<file path="config.mk">
export PLATFORM = sky130hd
export DESIGN_NAME = rxpeq_top
export DESIGN_NICKNAME = d
export VERILOG_FILES = /design/src/rtl/rxpeq_pkg.sv /design/src/rtl/rxpeq_eq_search.sv /design/src/rtl/rxpeq_top.sv
export VERILOG_INCLUDE_DIRS = /design/src /design/src/rtl
export SDC_FILE = /design/constraint.sdc
export NUM_CORES = 1
export LEC_CHECK = 0
export BUFFER_PORTS_ARGS = -buffer_cell sky130_fd_sc_hd__buf_2
export CAP_MARGIN = 20
export CORE_UTILIZATION = 64
export DETAILED_ROUTE_END_ITERATION = 16
export GPL_TIMING_DRIVEN = 0
export PLACE_DENSITY = 0.87
export SLEW_MARGIN = 20
export SYNTH_ARGS = -nofsm -noshare
export SYNTH_HDL_FRONTEND = slang
export SYNTH_SLANG_ARGS = --single-unit
</file>
<file path="constraint.sdc">
create_clock -name SYS_CLK_I -period 4.6 [get_ports SYS_CLK_I]
set_input_delay 0.46 -clock SYS_CLK_I [delete_from_list [all_inputs] [get_ports SYS_CLK_I]]
set_output_delay 0.46 -clock SYS_CLK_I [all_outputs]
set_load 0.005 [all_outputs]
</file>
<file path="src/rtl/rxpeq_defines.svh">
/*
 * Offsets, field positions, reset values and timing figures of the receive
 * port paging and adaptive equalizer block.
 * Assumes it is included by bare name from the block's package and modules.
 */
`ifndef RXPEQ_DEFINES_SVH
`define RXPEQ_DEFINES_SVH

// Shared register offsets.
`define RXPEQ_OFS_RX_EN        8'h0c
`define RXPEQ_OFS_PAGE_SEL     8'h4c
`define RXPEQ_OFS_PORT0_ADDR   8'hf8
`define RXPEQ_OFS_PORT3_ADDR   8'hfb
// Per-port (paged) register offsets.
`define RXPEQ_OFS_ERR_SEL      8'h42
`define RXPEQ_OFS_ROBUST       8'hb9
`define RXPEQ_OFS_EQ_CTL       8'hd2
`define RXPEQ_OFS_EQ_STATUS    8'hd3
`define RXPEQ_OFS_EQ_THRESH    8'hd4
`define RXPEQ_OFS_EQ_MINMAX    8'hd5

// Field positions.
`define RXPEQ_CTL_RESTART      0
`define RXPEQ_CTL_FIRST_RST    1
`define RXPEQ_CTL_FLOOR_EN     2
`define RXPEQ_CTL_DWELL_LSB    5
`define RXPEQ_CTL_DWELL_MSB    7
`define RXPEQ_ROB_TALLY_EN     0
`define RXPEQ_ROB_FILT_WAIT    1
`define RXPEQ_STAT_LOCK        7
`define RXPEQ_MM_FLOOR_LSB     0
`define RXPEQ_MM_MAX_LSB       4
`define RXPEQ_PAGE_MSB         1
`define RXPEQ_ERR_SEL_MSB      2

// Reset values.
`define RXPEQ_RST_RX_EN        8'h0f
`define RXPEQ_RST_ERR_SEL      8'h07
`define RXPEQ_RST_ROBUST       8'h00
`define RXPEQ_RST_EQ_CTL       8'h02
`define RXPEQ_RST_EQ_THRESH    8'h04
`define RXPEQ_RST_EQ_MINMAX    8'hf0
`define RXPEQ_RST_PORT_ADDR    8'h00

// Equalizer dwell interval in ns, and the clock period in ns.
`define RXPEQ_DWELL_NS         2620000
`define RXPEQ_CLK_NS           20

`endif

</file>
<file path="src/rtl/rxpeq_pkg.sv">
/*
 * Types of the receive port paging and adaptive equalizer block.
 * Assumes rxpeq_defines.svh is on the include path.
 */
`include "rxpeq_defines.svh"

package rxpeq_pkg;

   typedef enum logic [2:0] {
      EQS_IDLE  = 3'b001,
      EQS_DWELL = 3'b010,
      EQS_HOLD  = 3'b100
   } rxpeq_state_e;

   // One register access from the I2C target front end.
   typedef struct packed {
      logic       valid;
      logic       write;
      logic       remote;
      logic [1:0] link_port;
      logic [6:0] i2c_addr;
      logic [7:0] offset;
      logic [7:0] wdata;
   } rxpeq_req_s;

   // Equalizer search limits of one port.
   typedef struct packed {
      logic       floor_en;
      logic [3:0] floor_val;
      logic [3:0] max_val;
      logic [7:0] thresh;
      logic       first_restart_en;
      logic       filt_wait;
   } rxpeq_eqcfg_s;

endpackage : rxpeq_pkg

</file>
<file path="src/rtl/rxpeq_eq_search.sv">
/*
 * Adaptive equalizer search engine for one receive port.
 * Assumes lock and error inputs are synchronous to the system clock.
 */
`timescale 1ns/1ns
`default_nettype none
`include "rxpeq_defines.svh"

module rxpeq_eq_search
   import rxpeq_pkg::*;
#(
   parameter int EQ_W  = 4,
   parameter int CNT_W = 18
) (
   // Clock, reset, enable.
   input  wire logic             clk_i,
   input  wire logic             rst_n_i,
   input  wire logic             ce_i,
   // Control.
   input  wire logic             en_i,
   input  wire logic             restart_i,
   input  wire rxpeq_eqcfg_s     cfg_i,
   input  wire logic [CNT_W-1:0] dwell_i,
   // Link status.
   input  wire logic             lock_i,
   input  wire logic             err_i,
   // Result.
   output logic      [EQ_W-1:0]  eq_o,
   output logic                  locked_o
);

   rxpeq_state_e     st_reg, st_next;
   logic [EQ_W-1:0]  eq_reg, eq_next;
   logic [CNT_W-1:0] cnt_reg, cnt_next;
   logic [7:0]       err_reg, err_next;
   logic             half_lock_reg, half_lock_next;
   logic             first_reg, first_next;
   logic             en_d_reg, en_d_next;
   logic [EQ_W-1:0]  start_val, adv_val;
   logic [CNT_W-1:0] half;

   assign start_val = cfg_i.floor_en ? cfg_i.floor_val : '0;
   assign adv_val   = (eq_reg >= cfg_i.max_val) ? start_val : eq_reg + 1'b1;
   assign half      = dwell_i >> 1;

   always_comb begin
      st_next        = st_reg;
      eq_next        = eq_reg;
      cnt_next       = cnt_reg;
      err_next       = err_reg;
      half_lock_next = half_lock_reg;
      first_next     = first_reg;
      en_d_next      = en_i;
      if (!en_i) begin
         // A disabled port neither searches nor watches lock.
         st_next    = EQS_IDLE;
         eq_next    = start_val;
         cnt_next   = '0;
         err_next   = '0;
         first_next = 1'b0;
      end else if (restart_i || !en_d_reg || st_reg == EQS_IDLE) begin
         st_next  = EQS_DWELL;
         eq_next  = start_val;
         cnt_next = '0;
         err_next = '0;
      end else begin
         unique case (st_reg)
            EQS_DWELL: begin
               cnt_next = cnt_reg + 1'b1;
               if (err_i && cnt_reg < half && err_reg != 8'hff) begin
                  err_next = err_reg + 1'b1;
               end
               if (half != '0 && cnt_reg == half - 1'b1) begin
                  half_lock_next = lock_i;
                  if (err_reg > cfg_i.thresh) begin
                     eq_next  = adv_val;
                     cnt_next = '0;
                     err_next = '0;
                  end
               end
               if (cnt_reg >= dwell_i - 1'b1) begin
                  cnt_next = '0;
                  err_next = '0;
                  if (lock_i && (!cfg_i.filt_wait || half_lock_reg)) begin
                     if (cfg_i.first_restart_en && !first_reg) begin
                        // One fresh pass from known conditions after first lock.
                        first_next = 1'b1;
                        eq_next    = start_val;
                     end else begin
                        st_next = EQS_HOLD;
                     end
                  end else begin
                     eq_next = adv_val;
                  end
               end
            end
            EQS_HOLD: begin
               if (!lock_i) begin
                  st_next  = EQS_DWELL;
                  eq_next  = adv_val;
                  cnt_next = '0;
                  err_next = '0;
               end
            end
            default: st_next = EQS_IDLE;
         endcase
      end
   end

   always_ff @(posedge clk_i or negedge rst_n_i) begin
      if (!rst_n_i) begin
         st_reg        <= EQS_IDLE;
         eq_reg        <= '0;
         cnt_reg       <= '0;
         err_reg       <= '0;
         half_lock_reg <= 1'b0;
         first_reg     <= 1'b0;
         en_d_reg      <= 1'b0;
      end else if (ce_i) begin
         st_reg        <= st_next;
         eq_reg        <= eq_next;
         cnt_reg       <= cnt_next;
         err_reg       <= err_next;
         half_lock_reg <= half_lock_next;
         first_reg     <= first_next;
         en_d_reg      <= en_d_next;
      end
   end

   assign eq_o     = eq_reg;
   assign locked_o = (st_reg == EQS_HOLD);

   a_hold_steady: assert property (@(posedge clk_i) disable iff (!rst_n_i)
      (ce_i && st_reg == EQS_HOLD && lock_i && en_i && !restart_i) |=> $stable(eq_reg) && st_reg == EQS_HOLD)
      else $error("equalizer setting moved while lock held");
   a_lost_advance: assert property (@(posedge clk_i) disable iff (!rst_n_i)
      (ce_i && st_reg == EQS_HOLD && !lock_i && en_i && en_d_reg && !restart_i)
      |=> st_reg == EQS_DWELL && eq_reg == $past(adv_val))
      else $error("lock loss did not advance the equalizer");
   a_idle_disabled: assert property (@(posedge clk_i) disable iff (!rst_n_i)
      (ce_i && !en_i) |=> st_reg == EQS_IDLE && cnt_reg == '0)
      else $error("disabled port not idle");
   a_restart_start: assert property (@(posedge clk_i) disable iff (!rst_n_i)
      (ce_i && en_i && restart_i) |=> st_reg == EQS_DWELL && eq_reg == $past(start_val) && cnt_reg == '0)
      else $error("restart did not reload the start setting");
   a_dwell_bound: assert property (@(posedge clk_i) disable iff (!rst_n_i)
      (ce_i && $past(ce_i) && $stable(dwell_i) && st_reg == EQS_DWELL && dwell_i != '0) |-> cnt_reg < dwell_i)
      else $error("dwell counter ran past the interval");

endmodule : rxpeq_eq_search
`default_nettype wire

</file>
<file path="src/rtl/rxpeq_top.sv">
/*
 * Receive port enable, per-port register paging and direct port addressing,
 * and four adaptive equalizer search engines.
 * Assumes an I2C target front end delivers one decoded access per REQ_I.valid
 * cycle, and that lock and error inputs are synchronous to SYS_CLK_I.
 *
// How it works
// - Four inputs, each disableable by enable bit.
// - Enable bits writable only by local host.
// - Page select picks per-port register set.
// - Page select defaults to the accessing port.
// - Four 7-bit direct addresses reach port registers.
// - Direct addresses also reach shared registers.
// - Equalizer control and status at four registers.
// - Lock loss reruns the equalizer lock search.
// - Step settings, wait dwell, then check lock.
// - Valid lock freezes the setting while held.
// - Lost lock resumes search at next setting.
// - Restart bit restarts the search any time.
// - Past maximum, wrap to minimum or floor.
// - Errors over half dwell above threshold advance.
// - Restart once after first lock indication.
 */
`timescale 1ns/1ns
`default_nettype none
`include "rxpeq_defines.svh"

module rxpeq_top
   import rxpeq_pkg::*;
#(
   parameter logic [6:0] DEV_I2C_ADDR = 7'h3d,
   parameter int         NPORT        = 4,
   parameter int         EQ_W         = 4,
   parameter int         CNT_W        = 18,
   parameter int         DWELL_CYCLES = `RXPEQ_DWELL_NS / `RXPEQ_CLK_NS
) (
   // Clock, reset, enable.
   input  wire logic                      SYS_CLK_I,
   input  wire logic                      RESETN_I,
   input  wire logic                      CE_I,
   // Register access from the I2C target.
   input  wire rxpeq_req_s                REQ_I,
   output logic                           ACK_O,
   output logic      [7:0]                RDATA_O,
   // Receive port status.
   input  wire logic [NPORT-1:0]          CDR_LOCK_I,
   input  wire logic [NPORT-1:0][2:0]     LINK_ERR_I,
   // Receive port controls.
   output logic      [NPORT-1:0]          RX_ENABLE_O,
   output logic      [NPORT-1:0][EQ_W-1:0] EQ_SETTING_O,
   output logic      [NPORT-1:0]          EQ_LOCKED_O
);

   localparam logic [CNT_W-1:0] DWELL_BASE = CNT_W'(DWELL_CYCLES);

   logic [7:0]       rx_en_reg, rx_en_next;
   logic [7:0]       page_reg [NPORT+1], page_next [NPORT+1];
   logic [7:0]       addr_reg [NPORT], addr_next [NPORT];
   logic [7:0]       errsel_reg [NPORT], errsel_next [NPORT];
   logic [7:0]       robust_reg [NPORT], robust_next [NPORT];
   logic [7:0]       ctl_reg [NPORT], ctl_next [NPORT];
   logic [7:0]       thr_reg [NPORT], thr_next [NPORT];
   logic [7:0]       mm_reg [NPORT], mm_next [NPORT];
   logic             ack_reg, ack_next;
   logic [7:0]       rdata_reg, rdata_next;
   logic [NPORT-1:0] restart_pulse;
   logic [NPORT-1:0] direct_match;
   logic             direct_hit, main_hit, hit, wr;
   logic [1:0]       direct_port, tgt, src;
   logic [EQ_W-1:0]  eq_val [NPORT];
   logic [NPORT-1:0] eq_lock;

   // Remote hosts each own a page pointer, so one link cannot repage another.
   assign src = REQ_I.link_port;

   always_comb begin
      direct_hit  = 1'b0;
      direct_port = 2'd0;
      for (int p = 0; p < NPORT; p++) begin
         if (direct_match[p] && !direct_hit) begin
            direct_hit  = 1'b1;
            direct_port = 2'(p);
         end
      end
   end

   assign main_hit = (REQ_I.i2c_addr == DEV_I2C_ADDR);
   assign hit      = REQ_I.valid && (main_hit || direct_hit);
   assign wr       = hit && REQ_I.write;
   assign tgt      = direct_hit ? direct_port
                   : REQ_I.remote ? page_reg[src + 1][`RXPEQ_PAGE_MSB:0]
                   : page_reg[0][`RXPEQ_PAGE_MSB:0];

   always_comb begin
      rx_en_next  = rx_en_reg;
      page_next   = page_reg;
      addr_next   = addr_reg;
      errsel_next = errsel_reg;
      robust_next = robust_reg;
      ctl_next    = ctl_reg;
      thr_next    = thr_reg;
      mm_next     = mm_reg;
      ack_next    = hit;
      rdata_next  = rdata_reg;
      restart_pulse = '0;
      if (wr) begin
         unique case (REQ_I.offset)
            `RXPEQ_OFS_RX_EN: begin
               if (!REQ_I.remote) begin
                  rx_en_next = REQ_I.wdata;
               end
            end
            `RXPEQ_OFS_PAGE_SEL: begin
               if (REQ_I.remote) begin
                  page_next[src + 1] = REQ_I.wdata;
               end else begin
                  page_next[0] = REQ_I.wdata;
               end
            end
            `RXPEQ_OFS_ERR_SEL: errsel_next[tgt] = REQ_I.wdata;
            `RXPEQ_OFS_ROBUST:  robust_next[tgt] = REQ_I.wdata;
            `RXPEQ_OFS_EQ_CTL: begin
               ctl_next[tgt] = REQ_I.wdata & ~(8'h01 << `RXPEQ_CTL_RESTART);
               restart_pulse[tgt] = REQ_I.wdata[`RXPEQ_CTL_RESTART];
            end
            `RXPEQ_OFS_EQ_THRESH: thr_next[tgt] = REQ_I.wdata;
            `RXPEQ_OFS_EQ_MINMAX: mm_next[tgt]  = REQ_I.wdata;
            default: begin
               if (REQ_I.offset >= `RXPEQ_OFS_PORT0_ADDR && REQ_I.offset <= `RXPEQ_OFS_PORT3_ADDR) begin
                  addr_next[2'(REQ_I.offset - `RXPEQ_OFS_PORT0_ADDR)] = REQ_I.wdata;
               end
            end
         endcase
      end else if (hit) begin
         unique case (REQ_I.offset)
            `RXPEQ_OFS_RX_EN:     rdata_next = rx_en_reg;
            `RXPEQ_OFS_PAGE_SEL:  rdata_next = REQ_I.remote ? page_reg[src + 1] : page_reg[0];
            `RXPEQ_OFS_ERR_SEL:   rdata_next = errsel_reg[tgt];
            `RXPEQ_OFS_ROBUST:    rdata_next = robust_reg[tgt];
            `RXPEQ_OFS_EQ_CTL:    rdata_next = ctl_reg[tgt];
            `RXPEQ_OFS_EQ_STATUS: begin
               rdata_next = 8'(eq_val[tgt]);
               rdata_next[`RXPEQ_STAT_LOCK] = eq_lock[tgt];
            end
            `RXPEQ_OFS_EQ_THRESH: rdata_next = thr_reg[tgt];
            `RXPEQ_OFS_EQ_MINMAX: rdata_next = mm_reg[tgt];
            default: begin
               if (REQ_I.offset >= `RXPEQ_OFS_PORT0_ADDR && REQ_I.offset <= `RXPEQ_OFS_PORT3_ADDR) begin
                  rdata_next = addr_reg[2'(REQ_I.offset - `RXPEQ_OFS_PORT0_ADDR)];
               end else begin
                  rdata_next = 8'h00;
               end
            end
         endcase
      end
   end

   always_ff @(posedge SYS_CLK_I or negedge RESETN_I) begin
      if (!RESETN_I) begin
         rx_en_reg <= `RXPEQ_RST_RX_EN;
         ack_reg   <= 1'b0;
         rdata_reg <= 8'h00;
         page_reg[0] <= 8'h00;
         for (int p = 0; p < NPORT; p++) begin
            page_reg[p + 1] <= 8'(p);
            addr_reg[p]     <= `RXPEQ_RST_PORT_ADDR;
            errsel_reg[p]   <= `RXPEQ_RST_ERR_SEL;
            robust_reg[p]   <= `RXPEQ_RST_ROBUST;
            ctl_reg[p]      <= `RXPEQ_RST_EQ_CTL;
            thr_reg[p]      <= `RXPEQ_RST_EQ_THRESH;
            mm_reg[p]       <= `RXPEQ_RST_EQ_MINMAX;
         end
      end else if (CE_I) begin
         rx_en_reg  <= rx_en_next;
         ack_reg    <= ack_next;
         rdata_reg  <= rdata_next;
         page_reg   <= page_next;
         addr_reg   <= addr_next;
         errsel_reg <= errsel_next;
         robust_reg <= robust_next;
         ctl_reg    <= ctl_next;
         thr_reg    <= thr_next;
         mm_reg     <= mm_next;
      end
   end

   generate
      for (genvar g = 0; g < NPORT; g++) begin : g_port
         rxpeq_eqcfg_s     cfg;
         logic [CNT_W-1:0] dwell;
         logic             err_any;

         // A zero address disables the direct alias of the port.
         assign direct_match[g] = (addr_reg[g] != 8'h00) && (addr_reg[g][7:1] == REQ_I.i2c_addr);
         assign dwell = DWELL_BASE >> ctl_reg[g][`RXPEQ_CTL_DWELL_MSB:`RXPEQ_CTL_DWELL_LSB];
         assign err_any = robust_reg[g][`RXPEQ_ROB_TALLY_EN]
                        && |(LINK_ERR_I[g] & errsel_reg[g][`RXPEQ_ERR_SEL_MSB:0]);
         assign cfg.floor_en         = ctl_reg[g][`RXPEQ_CTL_FLOOR_EN];
         assign cfg.floor_val        = mm_reg[g][`RXPEQ_MM_FLOOR_LSB +: 4];
         assign cfg.max_val          = mm_reg[g][`RXPEQ_MM_MAX_LSB +: 4];
         assign cfg.thresh           = thr_reg[g];
         assign cfg.first_restart_en = ctl_reg[g][`RXPEQ_CTL_FIRST_RST];
         assign cfg.filt_wait        = robust_reg[g][`RXPEQ_ROB_FILT_WAIT];

         rxpeq_eq_search #(
            .EQ_W  (EQ_W),
            .CNT_W (CNT_W)
         ) u_eq (
            .clk_i     (SYS_CLK_I),
            .rst_n_i   (RESETN_I),
            .ce_i      (CE_I),
            .en_i      (rx_en_reg[g]),
            .restart_i (restart_pulse[g]),
            .cfg_i     (cfg),
            .dwell_i   ((dwell == '0) ? CNT_W'(1) : dwell),
            .lock_i    (CDR_LOCK_I[g]),
            .err_i     (err_any),
            .eq_o      (eq_val[g]),
            .locked_o  (eq_lock[g])
         );

         assign RX_ENABLE_O[g]  = rx_en_reg[g];
         assign EQ_SETTING_O[g] = eq_val[g];
         assign EQ_LOCKED_O[g]  = eq_lock[g];
      end
   endgenerate

   assign ACK_O   = ack_reg;
   assign RDATA_O = rdata_reg;

   a_remote_enable: assert property (@(posedge SYS_CLK_I) disable iff (!RESETN_I)
      (CE_I && wr && REQ_I.remote && REQ_I.offset == `RXPEQ_OFS_RX_EN) |=> $stable(rx_en_reg))
      else $error("remote write changed the port enables");
   a_local_enable: assert property (@(posedge SYS_CLK_I) disable iff (!RESETN_I)
      (CE_I && wr && !REQ_I.remote && REQ_I.offset == `RXPEQ_OFS_RX_EN)
      |=> RX_ENABLE_O == $past(REQ_I.wdata[NPORT-1:0]))
      else $error("local write did not set the port enables");
   a_ack_timing: assert property (@(posedge SYS_CLK_I) disable iff (!RESETN_I)
      (CE_I && REQ_I.valid && direct_hit) |=> ACK_O)
      else $error("direct address access not acknowledged");
   a_direct_route: assert property (@(posedge SYS_CLK_I) disable iff (!RESETN_I)
      (CE_I && wr && direct_hit && REQ_I.offset == `RXPEQ_OFS_EQ_THRESH)
      |=> thr_reg[$past(direct_port)] == $past(REQ_I.wdata))
      else $error("direct write missed the port register");

endmodule : rxpeq_top
`default_nettype wire

</file>
Yosys cells after proc, flatten, opt, wreduce, memory -nomap -nowiden
Index checks and enable logic that the tools add are counted.
{ "totals": {"register_bits": 393, "in_bits": 47, "output_inout_bits": 33, "word_cells": 525} }
{ "op_classes": {"n_reduce_logical": 109, "addsub": 22, "eq_ne": 73, "n_mux": 216, "magnitude_cmp": 26, "shifts": 4, "bitwise_logic": 15} }
{ "op_table": {"columns": ["op", "n"], "rows": [
  ["$mux 18", 28],
  ["$mux 8", 48],
  ["$bwmux 32", 6],
  ["$mux 4", 44],
  ["$pmux 18 s2", 4],
  ["$bmux 8 s2", 6],
  ["$add 18x1->18 const B", 4],
  ["$eq 18x18->1", 4],
  ["$ge 18x18->1", 4],
  ["$logic_not 18->1", 4],
  ["$lt 18x17->1", 4],
  ["$mux 3", 24],
  ["$reduce_bool 18->1", 4],
  ["$shr 17x3->18 const A", 4],
  ["$sub 17x1->18 const B", 4],
  ["$sub 18x1->18 const B", 4],
  ["$pmux 8 s2", 4],
  ["$pmux 8 s8", 1],
  ["$bwmux 40", 1],
  ["$eq 8x8->1 const B", 5],
  ["$reduce_and 5->1", 8],
  ["$logic_and 1x1->1", 38],
  ["$ge 33x4->1 const B", 1],
  ["$lt 33x1->1 const B", 1],
  ["49 further kinds", 210]
]} }

Depth between registers and ports, before layout
Gate-level depths: netlist of the first run.
{ "depth": {"word_depth": 24, "mapped_depth": 18, "depth_no_buf": 13} }

By module
From an unflattened synthesis of the first run, not the netlist that was laid out.
{ "hier_totals": {"hier_cells": 3305, "area_unflattened_um2": 30130.1} }
{ "modules_own_cells": {"columns": ["mod", "instances", "cells_per_inst", "area_each_um2", "seq_area_each_um2"], "rows": [
  ["rxpeq_top", 1, 1039, 12479.5, 6185.9],
  ["rxpeq_eq_search (g_port[0].u_eq ...)", 2, 543, 4299.1, 902.1],
  ["rxpeq_eq_search (g_port[3].u_eq)", 1, 610, 4670.7, 902.1],
  ["rxpeq_eq_search (g_port[1].u_eq)", 1, 570, 4381.7, 902.1]
]} }

Least setup slack after synthesis of the first run
Ideal clock, no wire load.
{ "synth_path": {"kind": "reg2reg", "from": "reg ctl_reg[7] (netlist name)", "to": "reg g_port[3].u_eq.err_reg[7]", "path_buffers": 3, "stages_incl_launch_ff": 15, "path_slack_ns": 1.014, "setup_ns": 0.069, "arrival_time_ns": 3.517, "period_less_slack_ns": 3.586, "required_ns": 4.531, "cell_sequence": "dfrtp_1 -> clkbuf_1 -> clkbuf_1 -> o21ai_0 -> ha_1 -> a21o_1 -> a21oi_1 -> nor2b_1 -> o2111ai_1 -> a32oi_1 -> or3b_1 -> buf_2 -> or3_4 -> or4_1 -> nand3_1"} }
{ "synth_via": {"elab_chain_len": 13, "word_cells_on_any_way": 19, "cone_classes": "2 x add/sub; 2 x order compare; 1 x eq/ne; 1 x shift; 8 x mux; 5 x reduce/logical"} }
{ "synth_lines": {"columns": ["item", "line_no", "text"], "rows": [
  ["from (decl)", "rxpeq_top.sv:61", "logic [7:0] ctl_reg [NPORT], ctl_next [NPORT];"],
  ["from (signal, indexed assignment)", "rxpeq_top.sv:169", "ctl_reg[p] <= `RXPEQ_RST_EQ_CTL;"],
  ["from (signal assigned)", "rxpeq_top.sv:181", "ctl_reg <= ctl_next;"],
  ["$shr 17x3->18 *", "rxpeq_top.sv:195", "assign dwell = DWELL_BASE >> ctl_reg[g][`RXPEQ_CTL_DWELL_MSB:`RXPEQ_CTL_DWELL_LSB];"],
  ["$logic_not 18->1", "rxpeq_top.sv:215", ".dwell_i ((dwell == '0) ? CNT_W'(1) : dwell),"],
  ["$mux 18 *", "rxpeq_top.sv:215", null],
  ["branches (longest 6 deep; another with $sub 18x1->18)", null, null],
  ["$mux 8 *", "rxpeq_eq_search.sv:81", "if (cnt_reg >= dwell_i - 1'b1) begin"],
  ["$pmux 8 s2 *", "rxpeq_eq_search.sv:67", "unique case (st_reg)"],
  ["$mux 8 *", "rxpeq_eq_search.sv:61", "end else if (restart_i || !en_d_reg || st_reg == EQS_IDLE) begin"],
  ["$mux 8 *", "rxpeq_eq_search.sv:54", "if (!en_i) begin"],
  ["to (signal assigned)", "rxpeq_eq_search.sv:123", "err_reg <= err_next;"],
  ["to (decl)", "rxpeq_eq_search.sv:35", "logic [7:0] err_reg, err_next;"]
]} }
Mark *: on every way between the ends.
A chain may end at the register's enable or synchronous reset.

Worst setup path in the final report of the first run
{ "layout_path": {"from": "reg ctl_reg[15] (netlist name)", "to": "reg g_port[2].u_eq.cnt_reg[2]"} }
{ "layout_via": {"elab_chain_len": 11, "word_cells_on_any_way": 14, "cone_classes": "2 x add/sub; 1 x order compare; 1 x eq/ne; 1 x shift; 6 x mux; 3 x reduce/logical"} }
{ "layout_lines": {"columns": ["item", "line_no", "text"], "rows": [
  ["$shr 17x3->18 *", "rxpeq_top.sv:195", null],
  ["$logic_not 18->1", "rxpeq_top.sv:215", null],
  ["$mux 18 *", "rxpeq_top.sv:215", null],
  ["branches (longest 4 deep; another with $sub 18x1->18)", null, null],
  ["$mux 18 *", "rxpeq_eq_search.sv:81", null],
  ["$pmux 18 s2 *", "rxpeq_eq_search.sv:67", null],
  ["$mux 18 *", "rxpeq_eq_search.sv:61", null],
  ["$mux 18 *", "rxpeq_eq_search.sv:54", null],
  ["to (signal assigned)", "rxpeq_eq_search.sv:122", "cnt_reg <= cnt_next;"],
  ["to (decl)", "rxpeq_eq_search.sv:34", "logic [CNT_W-1:0] cnt_reg, cnt_next;"]
]} }
Marked as above.

==> run_results.csv, run 1 <==
group,metric,value,unit
outcome,outcome,"finished clean",
sta,fin_skew,0.0156,ns
finish,mostFrequentLayoutCells,"dfrtp_1, mux2_2, nand2_1",
placed_design,gp_congestion,1.06,
clock_tree,root_buffer,"clkbuf_16",
sta,fin_tns_setup,0,ns
finish,n_fill_cell,2935,
synthesis,synth_simple_gate_area_share,16.9,%
clock_tree,insertion_delay,0.60,ns
global_route,grt_busiest_layer,"met2",
global_route,use_met1,51.9,%
sta,fmax,227,MHz
floorplan,io_pins,80,
worst_setup_path,rr_worst_depth,15,
floorplan,start_util,65.5,%
worst_setup_path,r2r_slack,0.19,ns
route,vias,24300,
global_route,grt_pass1_wl,132000,um
placed_design,dp_hpwl,61900,um
synthesis,synth_compound_area_share,18.2,%
synthesis,ys.flop_type,"dfrtp_1",
route,drc,0,
global_route,grt_max_degree,90,
clock_tree,cts-htree-levels,2,
power_and_ir_drop,p_total,7.40,mW
clock_tree,cts_buffers,44,
worst_setup_path,worst-setup-path-type,"reg -> reg",
finish,layout_commonest_cell,"dfrtp_1",
worst_setup_path,cp.required,5.07,ns
synthesis,synth.area.mux_share,12.9,%
hold_path,hold_path_end,"g_port[0].u_eq.half_lock_reg",
worst_setup_path,worst-path-max-fanout,19,
global_route,grt.overflow.total,0,
sta,finalSetupViolations,0,
synthesis,synth_async_sr_flop_share,100,%
global_route,grtUsageMet2,63.9,%
power_and_ir_drop,p_leak,13.3,nW
finish,drive_above_1_share,19.7,%
synthesis,yosys_warnings,0,
power_and_ir_drop,p_per_area,256,nW/um^2
synthesis,synth_edf_count,0,
placed_design,dpl_cell_area,27400,um^2
finish,area_growth_syn_to_layout,9.73,%
route,wl_per_cell,24.8,um
sta,rsz0062_at_grt,"no",
placed_design,port_buffers,63,
sta,hold_viol_final,0,
synthesis,synth_adder_area_share,8.59,%
floorplan,die_width,205,um
route,drtAntennaViolNets,0,
worst_setup_path,crit_start,"ctl_reg[15]",
route,vias_per_cell,7.04,
worst_setup_path,worstReg2RegEnd,"g_port[2].u_eq.cnt_reg[2]",
floorplan,row_count,73,
sta,slew_headroom,27.9,%
finish,multi_input_area,15400,um^2
synthesis,synth-seq-cells,389,
synthesis,yosys.cell_types.count,103,
flow_run,max-cap-violations,0,
power_and_ir_drop,max-vdd-ir-drop,0.000314,V
worst_setup_path,end_kind,"flop",
clock_tree,cts.sinks,389,
hold_path,hold_class,"in -> reg",
floorplan,dieArea,42000,um^2
floorplan,coreArea,40200,um^2
finish,finish.instance_area,28900,um^2
synthesis,syn_area,26300,um^2
hold_path,hold_depth,2,
global_route,grtUsageTotal,40.8,%
global_route,antenna_found_initial,5,
hold_path,worstHoldStart,"CDR_LOCK_I[0]",
synthesis,synth_xor_xnor_area_share,1.66,%
finish,largest_reg_flops,72,
clock_tree,cts_buffer_depth,3,
synthesis,syn_area_per_cell,9.50,um^2
synthesis,synth_top_family_by_area,"compound AO/OA/AOI/OAI gates",
sta,drv_slew,0,
sta,worstMarginPinSlew,1.07,ns
route,firstDrtPassIters,6,
synthesis,yosysSeqAreaShare,37.2,%
floorplan,fp.dieH,205,um
worst_setup_path,worstReg2RegStart,"ctl_reg[15]",
sta,whs,0.140,ns
synthesis,syn_inst,2773,
route,drt_wl_total,85700,um
route,drtIter0Drc,3202,
clock_tree,clk_pin_slew,0.06,ns
global_route,use_met3,11.3,%
worst_setup_path,cp.arrival,4.88,ns
finish,fin_nets,3115,
global_route,grt_pass1_vias,23700,
finish,regArea,9800,um^2
sta,finalCritPeriodShare,95.8,%
sta,fin_crit,4.41,ns
worst_setup_path,cp-start-kind,"flop",
sta,finalWorstSetupSlack,0.192,ns
placed_design,pre_cts_slack,-0.151,ns
clock_tree,cts_tree,"done",
## worst max path at each step
stage | to | slack [ns] | cells past startpoint
finish | g_port[2].u_eq.cnt_reg[2] | 0.19 | 15
CTS | g_port[3].u_eq.cnt_reg[2] | 0.11 | 14
floorplan | g_port[3].u_eq.err_reg[7] | 1.01 | 14
detailed placement | g_port[3].u_eq.cnt_reg[11] | -0.15 | 15
global placement | addr_reg[4] | -4.39 | 1
global route | g_port[0].u_eq.cnt_reg[15] | 0.009 | 16
## power by group
part           switching, mW  leakage (nW)  internal, mW  total, mW
Sequential            0.0284          5.24          3.44       3.46
Clock                   1.50         0.678          2.00       3.50
Combinational          0.317          7.38         0.121      0.438
Total                   1.84          13.3          5.56       7.40
## timing repair
action | CTS | global route
setup buffers | 0 | 0
hold endpoints to repair | 62 | 0
gates resized for setup | 3 | 8
hold buffers | 1 | 0
setup endpoints to repair | 23 | 34
## cells in the mapped netlist (29+ instances only)
cell,number,area (um^2)
dfrtp_1,341,8530
mux2_2,253,2850
nand2_1,215,807
o21ai_0,211,1060
ha_1,176,2200
nor2_1,154,578
inv_1,121,454
a21oi_1,118,591
clkbuf_1,109,409
nand3_1,91,455
and3_1,70,438
nor3_1,69,345
dfstp_2,48,1260
nand4_1,44,275
nor2b_1,34,213
a222oi_1,32,320
buf_2,32,160
a21o_1,31,233
xor2_1,31,272
a22oi_1,29,218
## through the flow
step	instances	utilization [%]
3_3_place_gp	3367	68.0
6_report	3452	71.9
4_1_cts	3451	71.8
5_1_grt	3452	71.9
2_1_floorplan	2779	-
3_5_place_dp	3371	68.3
## area by class of cell
cell class	count	share of cell area (%)
timing repair buffer	69	1.56
clock buffer	66	4.34
antenna	1	0.00866
sequential	389	33.9
buffer	163	2.53
multi-input combinational	2102	53.3
inverter	123	1.60
clock inverter	14	0.507
tap	525	2.27
## layer usage
| layer | vias up | routed length, um |
|---|---|---|
| met1 | 11900 | 32900 |
| met2 | 1492 | 39000 |
| met3 | 319 | 9530 |
| li1 | 10600 | - |
| met4 | 4 | 4290 |
| met5 | - | 20 |
## critical path, stage by stage, from the launching register on
cell and delay, ns:
dfrtp_1 0.44, clkbuf_2 0.43, nand2_1 0.10, mux2i_1 0.16, ha_1 0.26, nor2b_1 0.13
a211o_1 0.24, a221oi_1 0.39, o22a_1 0.18, o31ai_1 0.12, clkbuf_1 0.26, or3b_2 0.57
nor3_1 0.33, buf_2 0.31, nand2_1 0.09, o21ai_0 0.27
## cell families after synthesis
| family | count (synthesis) |
|---|---|
| compound gates | 707 |
| mux | 288 |
| fa+ha+maj | 182 |
| flops | 389 |
| buf+inv | 288 |
| simple gates | 867 |
| xor+xnor | 50 |
| other cells | 2 |
(Power assumes the default switching activity.)
==> run 2: changes to the inputs <==
--- a/config.mk
+++ b/config.mk
@@ -12,6 +12,7 @@
 export DETAILED_ROUTE_END_ITERATION = 16
 export GPL_TIMING_DRIVEN = 0
 export PLACE_DENSITY = 0.87
+export RECOVER_POWER = 25
 export SLEW_MARGIN = 20
 export SYNTH_ARGS = -nofsm -noshare
 export SYNTH_HDL_FRONTEND = slang
==> run 2 against run 1 <==
Net effect: hold slack improved by 0.00069 ns; register-to-register slack got worse by 0.02 ns; critical path depth unchanged; clock power about the same; fmax decreased by 0.38%; worst setup slack got worse by 0.017 ns; combinational power about the same; highest routed layer unchanged; via count increased by 0.27%; the run now ends with max-capacitance violations, max-slew violations left; critical path type unchanged; global-route usage unchanged; non-clock buffer count unchanged.
==> run_results.csv, run 2 (synthesis gave the netlist of run 1 again) <==
group,metric,value,unit
sta,fin_skew,0.0151,ns
global_route,use_met1,51.9,%
worst_setup_path,rr_worst_depth,15,
finish,fin_nets,3115,
sta,drv_slew,66,
power_and_ir_drop,max-vdd-ir-drop,0.000314,V
finish,mostFrequentLayoutCells,"dfrtp_1, mux2_2, nand2_1",
power_and_ir_drop,p_leak,13.2,nW
route,drt_wl_total,85800,um
sta,finalCritPeriodShare,96.2,%
finish,drive_above_1_share,19.2,%
route,vias_per_cell,7.06,
route,drtAntennaViolNets,0,
worst_setup_path,cp_common_cell,"nand2_1",
worst_setup_path,end_kind,"flop",
placed_design,port_buffers,63,
floorplan,coreArea,40200,um^2
worst_setup_path,r2r_slack,0.17,ns
worst_setup_path,cp-start-kind,"flop",
finish,finish.instance_area,28900,um^2
sta,rsz0062_at_grt,"no",
worst_setup_path,crit_buf_inv,3,
finish,largest_reg_flops,72,
finish,fin_util,71.8,%
sta,slew_headroom,-111,%
outcome,outcome,"complete, but fails checks",
sta,finalSetupViolations,0,
power_and_ir_drop,p_per_area,256,nW/um^2
worst_setup_path,worst-setup-path-type,"reg -> reg",
placed_design,dpl_cell_area,27400,um^2
hold_path,hold_path_end,"g_port[0].u_eq.half_lock_reg",
route,drc,0,
global_route,grt.overflow.total,0,
worst_setup_path,cp_top_family,"simple AND/OR/NAND/NOR gates",
hold_path,hold_depth,2,
flow_run,max-cap-violations,1,
sta,worstMarginPinSlew,3.16,ns
sta,fmax,226,MHz
hold_path,worstHoldStart,"CDR_LOCK_I[0]",
hold_path,hold_class,"in -> reg",
sta,whs,0.141,ns
global_route,grtUsageTotal,40.8,%
global_route,grt_pass1_wl,132000,um
route,wl_per_cell,24.8,um
clock_tree,clk_pin_slew,0.06,ns
global_route,grt_busiest_layer,"met2",
global_route,grtUsageMet2,63.9,%
clock_tree,cts_buffer_depth,3,
global_route,antenna_found_initial,5,
sta,hold_viol_final,0,
clock_tree,insertion_delay,0.60,ns
worst_setup_path,worstReg2RegEnd,"g_port[2].u_eq.cnt_reg[2]",
worst_setup_path,crit_slowest_cell,"or3b_2",
floorplan,io_pins,80,
clock_tree,cts-htree-levels,2,
floorplan,start_util,65.5,%
worst_setup_path,cp.arrival,4.89,ns
route,drtIter0Drc,3170,
floorplan,dieArea,42000,um^2
worst_setup_path,worstReg2RegStart,"ctl_reg[15]",
floorplan,die_width,205,um
clock_tree,root_buffer,"clkbuf_16",
worst_setup_path,slowest_delay,0.58,ns
global_route,grt_max_degree,90,
sta,fin_tns_setup,0,ns
finish,area_growth_syn_to_layout,9.65,%
placed_design,dp_hpwl,61900,um
power_and_ir_drop,p_total,7.40,mW
floorplan,row_count,73,
floorplan,fp.dieH,205,um
global_route,use_met3,11.3,%
finish,layout_commonest_cell,"dfrtp_1",
route,firstDrtPassIters,7,
clock_tree,cts_tree,"done",
outcome,violations,"max-capacitance violations, max-slew violations",
global_route,grt_pass1_vias,23700,
sta,fin_crit,4.43,ns
clock_tree,cts_buffers,44,
placed_design,gp_congestion,1.06,
worst_setup_path,cp_cell_sequence,"clkbuf_2 -> nand2_1 -> mux2i_1 -> ha_1 -> nor2b_1 -> a211o_1 -> a221oi_1 -> o22a_1 -> o31ai_1 -> clkbuf_1 -> or3b_2 -> nor3_1 -> buf_2 -> nand2_1 -> o21ai_0",
worst_setup_path,worst-path-max-fanout,19,
clock_tree,cts.sinks,389,
worst_setup_path,cp.required,5.07,ns
route,vias,24400,
clock_tree,post-cts-setup-buffers,0,
[run 2: metrics by stage]
step | setup WS (ns) | cells
after global routing | 0.00866 | 3452
after floorplan | 1.01 | 2779
final | 0.175 | 3452
after global placement | -4.39 | 3367
after CTS | 0.109 | 3451
after detailed placement | -0.151 | 3371
[run 2: worst max path at each step]
stage | startpoint | to | slack [ns] | cells past startpoint
after floorplan | ctl_reg[7] | g_port[3].u_eq.err_reg[7] | 1.01 | 14
after global placement | RESETN_I | addr_reg[4] | -4.39 | 1
after detailed placement | ctl_reg[7] | g_port[3].u_eq.cnt_reg[11] | -0.15 | 15
after CTS | ctl_reg[7] | g_port[3].u_eq.cnt_reg[2] | 0.11 | 14
after global routing | RESETN_I | rx_en_reg[1] | 0.009 | 5
final | ctl_reg[15] | g_port[2].u_eq.cnt_reg[2] | 0.17 | 15
[run 2: timing repair]
item / 4_1_cts / 5_1_grt
endpoints found under the setup margin: 23 / 34
pin swaps: 0 / 0
gates resized for setup: 3 / 8
endpoints found under the hold margin: 62 / 0
hold buffers: 1 / 0
[run 2: metal layers]
metal | vias up | part of all wire (%)
met5 | - | 0.023
met4 | 4 | 5.0
met3 | 320 | 11
met2 | 1496 | 46
met1 | 12000 | 38
li1 | 10600 | -
[run 2: cell type report]
| type | instances | area [um^2] |
|---|---|---|
| Multi-Input combinational cell | 2102 | 15400 |
| Fill cell | 2943 | 11300 |
| Antenna cell | 1 | 2.50 |
| Timing Repair Buffer | 69 | 430 |
| Clock buffer | 66 | 1250 |
| Sequential cell | 389 | 9800 |
| Tap cell | 525 | 657 |
| Buffer | 163 | 732 |
| Inverter | 123 | 462 |
| Clock inverter | 14 | 146 |
[run 2: worst reg2reg max path, stage by stage, from the launching register on]
cell	delay (ns)
dfrtp_1	0.44
clkbuf_2	0.44
nand2_1	0.10
mux2i_1	0.16
ha_1	0.26
nor2b_1	0.13
a211o_1	0.24
a221oi_1	0.39
o22a_1	0.18
o31ai_1	0.12
clkbuf_1	0.26
or3b_2	0.58
nor3_1	0.33
buf_2	0.31
nand2_1	0.08
o21ai_0	0.28
[run 2: power breakdown]
group          total, mW  internal [mW]  switching (mW)
combinational      0.436          0.119           0.317
clock               3.50           2.00            1.49
sequential          3.46           3.44          0.0285
